--- config.mk ---
export PLATFORM = sky130hd
export DESIGN_NAME = rsps_pixel_scan
export DESIGN_NICKNAME = d
export VERILOG_FILES = /design/src/rsps_fifo.v /design/src/rsps_pixel_scan.v
export VERILOG_INCLUDE_DIRS = /design/src
export SDC_FILE = /design/constraint.sdc
export NUM_CORES = 1
export LEC_CHECK = 0
export BUFFER_PORTS_ARGS = -buffer_cell sky130_fd_sc_hd__buf_2
export CORE_ASPECT_RATIO = 1.5
export CORE_MARGIN = 2
export CORE_UTILIZATION = 55
export CTS_CLUSTER_SIZE = 24
export DETAILED_ROUTE_END_ITERATION = 10
export PLACE_DENSITY = 0.77
export SYNTH_ARGS = -nofsm -noshare
export SYNTH_HDL_FRONTEND = slang
export SYNTH_SLANG_ARGS = --single-unit
--- constraint.sdc ---
create_clock -name ref_clk -period 4.3 [get_ports ref_clk]
set_clock_uncertainty 0.15 [all_clocks]
set_input_delay 0 -clock ref_clk [delete_from_list [all_inputs] [get_ports ref_clk]]
set_output_delay 0 -clock ref_clk [all_outputs]
set_load 0.01 [all_outputs]
--- src/rsps_scan_regs.vh ---
// Purpose: constants for the rolling shutter pixel scan block
// Assumes: 25 MHz ref_clk
// Notes: array includes dummy rows and columns
`ifndef RSPS_SCAN_REGS_VH
`define RSPS_SCAN_REGS_VH
`define RSPS_COLS        11'h0_506
`define RSPS_ROWS        11'h0_406
`define RSPS_FIRST_POS   11'h0_000
`define RSPS_SUB_STEP    11'h0_004
`define RSPS_DATA_W      10
`define RSPS_PTR_W       11
`define RSPS_FIFO_DEPTH  32
`define RSPS_FIFO_AW     5
`define RSPS_LINE_NS     135000
`define RSPS_CLK_NS      40
`define RSPS_LINE_CYC    ((`RSPS_LINE_NS) / (`RSPS_CLK_NS))
`endif

--- src/rsps_fifo.v ---
// Purpose: name kept for the pixel word buffer
// Assumes: nothing
// Notes: the buffer module rsps_fifo sits beside the scan logic in rsps_pixel_scan.v

--- src/rsps_pixel_scan.v ---
// Purpose: row/column pointers of a rolling shutter pixel array, pixel word output
// Assumes: pointer clocks and syncs come from an outside controller, async to ref_clk
// Notes: pin inputs pass three flops; an edge counts when stages two and three agree
// Function
// - readout row pointer selects the row being delivered
// - column pointer selects one pixel in the readout row
// - separate reset row pointer selects the row being reset
// - integration time is the row distance between reset and readout pointers
// - each pointer clock pulse advances that pointer by one, or by four in viewfinder mode
// - a sync pulse returns a pointer to its first position
// - array spans 1286 columns by 1030 rows, six dummy each way
// - viewfinder mode subsamples 4:1 each way, 320 by 256
// - each converted pixel is delivered as a 10-bit word
// - exposure adjusts in whole line-time steps, 135 us
`timescale 1ns/1ns
`default_nettype none
`include "rsps_scan_regs.vh"
module rsps_pixel_scan (
    input  wire                     ref_clk,
    input  wire                     resetn,
    input  wire                     readRowClk,
    input  wire                     readRowSync,
    input  wire                     resetRowClk,
    input  wire                     resetRowSync,
    input  wire                     colClk,
    input  wire                     colSync,
    input  wire                     viewfinderEn,
    input  wire [`RSPS_DATA_W-1:0]  pixelSample,
    input  wire                     pixelReady,
    output reg                      pixelValid,
    output reg  [`RSPS_DATA_W-1:0]  pixelData,
    output reg  [`RSPS_PTR_W-1:0]   readRow,
    output reg  [`RSPS_PTR_W-1:0]   resetRow,
    output reg  [`RSPS_PTR_W-1:0]   column,
    output reg  [`RSPS_PTR_W-1:0]   integLines,
    output reg                      overflow
);
    localparam NPIN = 7;
    wire [NPIN-1:0] pinIn;
    reg  [NPIN-1:0] s1_reg;
    reg  [NPIN-1:0] s2_reg;
    reg  [NPIN-1:0] s3_reg;
    reg  [NPIN-1:0] lvl_reg;
    wire [NPIN-1:0] lvlNext;
    wire [NPIN-1:0] rise;
    reg  [`RSPS_DATA_W-1:0] smp1_reg;
    reg  [`RSPS_DATA_W-1:0] smp2_reg;
    reg  [`RSPS_PTR_W-1:0]  readRow_next;
    reg  [`RSPS_PTR_W-1:0]  resetRow_next;
    reg  [`RSPS_PTR_W-1:0]  column_next;
    reg  [`RSPS_PTR_W-1:0]  rowStep;
    reg  [`RSPS_PTR_W-1:0]  diff;
    reg                     pushValid;
    wire                    pushReady;
    wire                    fifoValid;
    wire [`RSPS_DATA_W-1:0] fifoData;
    wire                    take;
    assign pinIn = {viewfinderEn, colSync, colClk, resetRowSync, resetRowClk,
                    readRowSync, readRowClk};
    genvar g;
    generate
        for (g = 0; g < NPIN; g = g + 1) begin : gSync
            // stage two and three must agree before a level is believed
            assign lvlNext[g] = (s2_reg[g] == s3_reg[g]) ? s3_reg[g] : lvl_reg[g];
            assign rise[g]    = lvlNext[g] && !lvl_reg[g];
        end
    endgenerate
    always @(posedge ref_clk or negedge resetn) begin
        if (!resetn) begin
            s1_reg   <= {NPIN{1'b0}};
            s2_reg   <= {NPIN{1'b0}};
            s3_reg   <= {NPIN{1'b0}};
            lvl_reg  <= {NPIN{1'b0}};
            smp1_reg <= 10'h000;
            smp2_reg <= 10'h000;
        end else begin
            s1_reg   <= pinIn;
            s2_reg   <= s1_reg;
            s3_reg   <= s2_reg;
            lvl_reg  <= lvlNext;
            smp1_reg <= pixelSample;
            smp2_reg <= smp1_reg;
        end
    end
    // wrap an index at the array edge, dummy lines included
    function [`RSPS_PTR_W-1:0] advance;
        input [`RSPS_PTR_W-1:0] cur;
        input [`RSPS_PTR_W-1:0] step;
        input [`RSPS_PTR_W-1:0] lim;
        reg   [`RSPS_PTR_W:0]   sum;
        begin
            sum = {1'b0, cur} + {1'b0, step};
            if (sum >= {1'b0, lim}) begin
                advance = `RSPS_FIRST_POS;
            end else begin
                advance = sum[`RSPS_PTR_W-1:0];
            end
        end
    endfunction
    always @* begin
        rowStep = lvl_reg[6] ? `RSPS_SUB_STEP : 11'h0_001;
        readRow_next  = readRow;
        resetRow_next = resetRow;
        column_next   = column;
        if (rise[1]) begin
            readRow_next = `RSPS_FIRST_POS;
        end else if (rise[0]) begin
            readRow_next = advance(readRow, rowStep, `RSPS_ROWS);
        end
        if (rise[3]) begin
            resetRow_next = `RSPS_FIRST_POS;
        end else if (rise[2]) begin
            resetRow_next = advance(resetRow, rowStep, `RSPS_ROWS);
        end
        if (rise[5]) begin
            column_next = `RSPS_FIRST_POS;
        end else if (rise[4]) begin
            column_next = advance(column, rowStep, `RSPS_COLS);
        end
        // exposure in whole lines: distance from reset row back to readout row
        if (resetRow_next >= readRow_next) begin
            diff = resetRow_next - readRow_next;
        end else begin
            diff = resetRow_next + `RSPS_ROWS - readRow_next;
        end
    end
    assign take = fifoValid && (!pixelValid || pixelReady);
    always @(posedge ref_clk or negedge resetn) begin
        if (!resetn) begin
            readRow    <= 11'h0_000;
            resetRow   <= 11'h0_000;
            column     <= 11'h0_000;
            integLines <= 11'h0_000;
            pushValid  <= 1'b0;
            pixelValid <= 1'b0;
            pixelData  <= 10'h000;
            overflow   <= 1'b0;
        end else begin
            readRow    <= readRow_next;
            resetRow   <= resetRow_next;
            column     <= column_next;
            integLines <= diff;
            // one word per column step; sample aligned with the delayed clock edge
            pushValid  <= rise[4];
            if (pushValid && !pushReady) begin
                overflow <= 1'b1; // words are lost, the pixel stream cannot pause
            end else if (rise[1]) begin
                overflow <= 1'b0;
            end
            if (take) begin
                pixelValid <= 1'b1;
                pixelData  <= fifoData;
            end else if (pixelReady) begin
                pixelValid <= 1'b0;
            end
        end
    end
    rsps_fifo #(
        .WIDTH (`RSPS_DATA_W),
        .DEPTH (`RSPS_FIFO_DEPTH),
        .AW    (`RSPS_FIFO_AW)
    ) uFifo (
        .ref_clk  (ref_clk),
        .resetn   (resetn),
        .inValid  (pushValid),
        .inReady  (pushReady),
        .inData   (smp2_reg),
        .outValid (fifoValid),
        .outReady (take),
        .outData  (fifoData)
    );
endmodule

// pixel word buffer, flip-flop storage; a full buffer refuses the writer
module rsps_fifo #(
    parameter WIDTH = 10,
    parameter DEPTH = 32,
    parameter AW    = 5
) (
    input  wire             ref_clk,
    input  wire             resetn,
    input  wire             inValid,
    output wire             inReady,
    input  wire [WIDTH-1:0] inData,
    output wire             outValid,
    input  wire             outReady,
    output wire [WIDTH-1:0] outData
);
    reg [WIDTH-1:0] mem_reg [0:DEPTH-1];
    reg [AW-1:0]    wrPtr_reg;
    reg [AW-1:0]    rdPtr_reg;
    reg [AW:0]      count_reg;
    wire            doWr;
    wire            doRd;
    assign inReady  = (count_reg != DEPTH[AW:0]);
    assign outValid = (count_reg != {(AW+1){1'b0}});
    assign outData  = mem_reg[rdPtr_reg];
    assign doWr     = inValid && inReady;
    assign doRd     = outValid && outReady;
    always @(posedge ref_clk) begin
        if (doWr) begin
            mem_reg[wrPtr_reg] <= inData;
        end
    end
    always @(posedge ref_clk or negedge resetn) begin
        if (!resetn) begin
            wrPtr_reg <= {AW{1'b0}};
            rdPtr_reg <= {AW{1'b0}};
            count_reg <= {(AW+1){1'b0}};
        end else begin
            if (doWr) begin
                wrPtr_reg <= wrPtr_reg + 1'b1;
            end
            if (doRd) begin
                rdPtr_reg <= rdPtr_reg + 1'b1;
            end
            if (doWr && !doRd) begin
                count_reg <= count_reg + 1'b1;
            end else if (doRd && !doWr) begin
                count_reg <= count_reg - 1'b1;
            end
        end
    end
endmodule
`default_nettype wire

Word-level counts from Yosys, hierarchy flattened. Memory sizes are Yosys's and may differ from the RTL's. A register that Yosys moved wholly into a read port is not among the register bits. Index checks and enable logic that the tools add are counted.

Bits in registers: 111. Memories kept: 1. Input port bits: 20. Logic and storage cells: 94. Memory bits (writable): 320. Output and inout bits: 56.

Reduce and logical (&&, ||, !) cells: 29. $add $sub $neg: 10. Order comparisons: 4. Mux-type cells: 25. Eq/ne operators: 8.

Memories: uFifo.mem_reg (depth 32, width 10, rd ports 1, clocked after Yosys merged registers in 1, wr ports 1, line rsps_pixel_scan.v:189) `reg [WIDTH-1:0] mem_reg [0:DEPTH-1];`.

Operators by type and width (count): $mux W11 (10); $add A11 B3 Y12 (3); $ge A12 B11 Y1 const B (3); $sub A11 B11 Y11 (2); $logic_and A1 B1 Y1 (12); $mux W1 (12); $mux W6 (2); $add A11 B11 Y11 const B (1); $ge A11 B11 Y1 (1); $logic_not A1 Y1 (11); $add A5 B1 Y5 const B (2); $reduce_bool A2 Y1 (4); $eq A1 B1 Y1 (7); $add A6 B1 Y6 const B (1); $ne A6 B6 Y1 const B (1); $reduce_bool A6 Y1 (1); $sub A6 B1 Y6 const B (1); $mux W3 (1); $logic_or A1 B1 Y1 (1).

Longest topological paths before layout.
Depth after elaboration: 9. Depth in mapped cells: 22. Gate-level depth less buffers: 22.

Modules after synthesis. From an unflattened synthesis, not the netlist that was laid out.

Cell total of the unflattened synthesis: 1185. Area total of the unflattened synthesis: 18895.6 um^2.

Modules (own cells, without submodules): rsps_fifo (cells each 662, area an instance 13267.7 um^2, instances 1); rsps_pixel_scan (cells each 523, area an instance 5627.9 um^2, instances 1).

Least setup slack after synthesis. No wires, ideal clock.

Kind: reg2reg. Start: reg lvl_reg[6]. End: reg integLines[10]. Period minus slack after synthesis: 4.709 ns. Path slack: -0.409 ns. Buffers on the path: 1. Arrival time: 4.429 ns. Cell stages (with the launch flop): 21. Required time: 4.019 ns. Cell sequence: dfrtp_1 inv_1 ha_1 ha_1 xor2_1 a2111oi_2 a22oi_1 a211oi_2 nor3_1 a311o_1 buf_6 or2_1 ha_1 fa_1 nand3_1 o2111ai_1 o311ai_0 nor3b_1 nor3_1 xnor2_1 mux2i_1.

Longest elaborated chain between the ends: 9. Elaborated cells between the ends (all ways): 16. Classes of those cells: add/sub (5); order compare (3); mux (8).

Ends and longest elaborated chain: start, declared (line rsps_pixel_scan.v:43) `reg [NPIN-1:0] lvl_reg;`; start signal, assigned (line rsps_pixel_scan.v:73) `lvl_reg <= {NPIN{1'b0}};`; start signal, assigned (line rsps_pixel_scan.v:80) `lvl_reg <= lvlNext;`; $mux W3 (*) (line rsps_pixel_scan.v:101) `` rowStep = lvl_reg[6] ? `RSPS_SUB_STEP : 11'h0_001; ``; $add A11 B3 Y12 (line rsps_pixel_scan.v:92) `sum = {1'b0, cur} + {1'b0, step};`; $ge A12 B11 Y1 (line rsps_pixel_scan.v:93) `if (sum >= {1'b0, lim}) begin`; $mux W11 (line rsps_pixel_scan.v:93); $mux W11 (line rsps_pixel_scan.v:112) `end else if (rise[2]) begin`; $mux W11 (line rsps_pixel_scan.v:110) `if (rise[3]) begin`; $add A11 B11 Y11 (no line); $sub A11 B11 Y11 (line rsps_pixel_scan.v:124) `` diff = resetRow_next + `RSPS_ROWS - readRow_next; ``; $mux W11 (*) (line rsps_pixel_scan.v:121) `if (resetRow_next >= readRow_next) begin`; named net diff[10] (line rsps_pixel_scan.v:52) `` reg [`RSPS_PTR_W-1:0] diff; ``; end signal, assigned (line rsps_pixel_scan.v:142) `integLines <= diff;`; end, declared (line rsps_pixel_scan.v:35) `` output reg [`RSPS_PTR_W-1:0] integLines, ``.

The timed path passes the listed nets; every way through them passes the cells marked *. A chain may end at the register's enable or synchronous reset.

Worst setup path after layout. Ends and elaborated chain as after synthesis.

==> results.yml <==
die:
  dieArea_sq_um: 35500
  io_pins: 76
  die_h_microns: 230
  core_sq_um: 33400
  placementRows: 82
  start_util_pct: 55.8
  die_w_microns: 154
synthesis:
  synthAdderAreaFrac_pct: 4.26
  yosysSeqAreaShare_pct: 67.7
  synth_ff_type: "edfxtp_1"
  yosysTopAreaCellShare_pct: 51.5
  ys_types: 62
  async_flop_share_pct: 27.4
  synth-compound-area-share_pct: 4.27
  synth_edf_count: 320
  ys_warn_count: 0
  syn_avg_cell_area_sq_um: 16.8
  synthMuxAreaShare_pct: 13.4
  synth_area_sq_um: 18700
  yosys.area_share.simple_pct: 6.59
  synth_xor_area_share_pct: 2.39
  synth_seq_cells: 441
  synth_top_family_by_area: "multiplexers"
  synthCells: 1109
  synth.area.top_cells: "edfxtp_1 (51%), dfrtp_1 (16%), mux4_2 (12%)"
  syn_nets: 1181
  yosys.area.top_type: "edfxtp_1"
sta:
  worst_slack_ns: -0.265
  finalMaxSlewViolations: 0
  period_minus_slack_ns: 4.57
  rsz0062_at_grt: "yes"
  holdWs_ns: 0.190
  fmax_mhz: 219
  finalSetupViolCount: 10
  finalCritPeriodShare_pct: 106
  hold_viol_final: 0
  worstMarginPinSlew_ns: 1.17
  slew_headroom_pct: 21.8
routing:
  vias: 10326
  vias_per_cell: 5.88
  routedWlPerCell_microns: 22.0
  drt_iter0_markers: 517
  drc: 0
  ant_nets: 0
  wl_microns: 38600
  drtPass1Iterations: 5
setup_path:
  cp-endpoint: "integLines[10]"
  cp-start-kind: "flop"
  reg2reg_slack_ns: -0.27
  crit_buf_inv: 2
  cp_slowest_stage_delay_ns: 0.57
  crit_type: "flop to flop"
  cp_slowest_cell: "fa_2"
  crit_fanout: 4
  reg2reg_to: "integLines[10]"
  rr_startpoint: "lvl_reg[6]"
  r2r_cells: 20
  critPathTopFamily: "compound AO/OA/AOI/OAI gates"
  critPathCaptureType: "flop"
  cp_common_cell: "ha_4"
  critPathLaunch: "lvl_reg[6]"
  critPathRequiredTime_ns: 4.56
  path_cells: "inv_2 > ha_4 > ha_4 > xor2_2 > a2111oi_4 > a22oi_2 > a211oi_2 > buf_4 > nor3_2 > a311o_1 > or2_1 > ha_1 > fa_2 > nand3_2 > o2111ai_2 > o311ai_4 > nor3b_2 > nor3_1 > xnor2_1 > mux2i_1"
  arrival_ns: 4.83
  worst-path-stages: 20
power:
  switching_share_pct: 29.1
  seqPwrFrac_pct: 42.8
  power_switching_mw: 3.68
  ir_drop_mv: 0.417
  power_frac_clock_pct: 28.0
  leakage_nw: 8.05
  p_comb_share_pct: 29.2
  intPower_mw: 8.95
  p_per_area_nw_per_um2: 572
global_route:
  grt_pass1_wl_microns: 61600
  overflow: 0
  grt_max_degree: 84
  grt_pass1_vias: 10996
  antenna_found_initial: 0
  grt_use_total_pct: 22.6
placement:
  hpwlAfterDp_microns: 25200
  placed_area_sq_um: 20100
  port_buffers: 75
  place.gp.congestion: 0.883
clock_network:
  clk_pin_slew_ns: 0.07
  cts.sinks: 441
  cts-buffers-inserted: 39
  cts_tree: "yes"
  cts-root-buf: "clkbuf_16"
  cts-htree-levels: 2
  cts.path.max_buffers: 3
  insertion_delay_ns: 0.53
layout:
  nets: 1380
  fin_area_sq_um: 22100
  insertedDiodeCount: 0
  area_delta_synth_final_pct: 18.2
  final_core_util_pct: 66.0
  largest_reg_flops: 320
  layout-drive-gt1-share_pct: 29.0
outcome:
  status: "finished, violations left"
  violations: "negative setup slack"
run:
  max_cap_violations: 0
hold_path:
  hp-class: "flop to flop"
layout by cell type, fill, tap and decap left out, types with 8 or more instances in the layout:
cell type | Yosys | layout
nor2b_1 | 14 | 12
a22o_1 | 11 | 11
buf_4 | 0 | 86
xnor2_1 | 30 | 29
xor2_1 | 21 | 20
clkbuf_16 | 0 | 41
nand2b_1 | 10 | 10
o21ai_0 | 38 | 34
clkinv_2 | 0 | 8
ha_1 | 42 | 33
nand4_1 | 15 | 15
inv_1 | 24 | 23
buf_2 | 10 | 74
dlygate4sd3_1 | 0 | 37
nand2_1 | 56 | 56
mux4_2 | 100 | 100
edfxtp_1 | 320 | 320
nand3_1 | 16 | 15
mux2i_1 | 22 | 20
a21oi_1 | 17 | 13
nor3_1 | 14 | 11
nor2_1 | 68 | 66
dfrtp_1 | 121 | 119
area by class of cell:
| class | count | area (sq um) |
|---|---|---|
| Clock inverter | 25 | 260 |
| Multi-Input combinational cell | 600 | 6050 |
| Sequential cell | 441 | 12600 |
| Timing Repair Buffer | 202 | 1470 |
| Fill cell | 2214 | 11400 |
| Tap cell | 420 | 526 |
| Inverter | 24 | 90.1 |
| Clock buffer | 44 | 1040 |
synthesized netlist by cell type, drive strengths merged (11+ instances only):
library cell    n
edfxtp        320
dfrtp         121
mux4          100
nor2           68
nand2          56
ha             42
o21ai          38
clkbuf         30
xnor2          30
inv            24
mux2i          22
xor2           21
a21oi          17
nand3          16
nand4          15
buf            14
nor2b          14
nor3           14
a22o           11
per-stage QoR:
step / cells / setup slack [ns] / setup TNS (ns) / power [mW]
after CTS: 1755 / -0.236 / -0.808 / 12.6
after global placement: 1639 / -0.281 / -0.972 / 8.83
after detailed placement: 1639 / -0.407 / -2.05 / 8.94
final: 1756 / -0.265 / -1.30 / 12.6
after global routing: 1756 / -0.495 / -3.33 / 13.2
after floorplan: 1109 / -0.0626 / -0.0651 / 7.73
logic make-up after synthesis:
group,Yosys count
muxes,124
AOI/OAI and AO/OA,120
DFF,441
xor gates and xnor gates,51
and+or+nand+nor,246
adders and majority gates,59
buffers and inverters,68
power by group through the flow:
stage          logic (mW)  registers (mW)  clock network [mW]
2_1_floorplan        2.55            5.18                   0
3_3_place_gp         3.36            5.46                   0
3_5_place_dp         3.45            5.49                   0
4_1_cts              3.61            5.40                3.60
5_1_grt              3.96            5.47                3.76
6_report             3.69            5.40                3.54
worst register-to-register path, stage by stage (launching register included):
cell and delay [ns]:
dfrtp_1 0.39, inv_2 0.07, ha_4 0.18, ha_4 0.18, xor2_2 0.19, a2111oi_4 0.32, a22oi_2 0.14, a211oi_2 0.24
buf_4 0.17, nor3_2 0.04, a311o_1 0.33, or2_1 0.26, ha_1 0.23, fa_2 0.58, nand3_2 0.09, o2111ai_2 0.23
o311ai_4 0.16, nor3b_2 0.20, nor3_1 0.07, xnor2_1 0.14, mux2i_1 0.09
worst min-delay path by stage:
stage / slack, ns / startpoint / cells after the start / endpoint
2_1_floorplan: -0.45 / resetn / 0 / column[0]
3_3_place_gp: -0.05 / resetn / 1 / resetRow[10]
3_5_place_dp: -0.04 / resetn / 1 / resetRow[10]
4_1_cts: 0.17 / pixelReady / 4 / pixelValid
5_1_grt: 0.21 / smp1_reg[0] / 0 / smp2_reg[0]
6_report: 0.19 / smp1_reg[6] / 0 / smp2_reg[6]
layer usage:
layer,track usage [%],vias up,share of wire [%]
li1,-,4699,-
met1,27.1,5279,38
met2,42.1,281,55
met3,3.24,67,4.2
met4,7.20,0,3.2
met5,0,-,0
repair_timing:
| action | CTS | global route |
|---|---|---|
| endpoints found under the setup margin | 10 | 10 |
| gates resized for setup | 27 | 20 |
| buffers inserted | 9 | 1 |
| pin swaps | 10 | 8 |
| hold endpoints to repair | 102 | 0 |
| hold buffers | 38 | 0 |
| gates cloned | 0 | 0 |
Note: power is estimated with default switching activity, not from simulation.
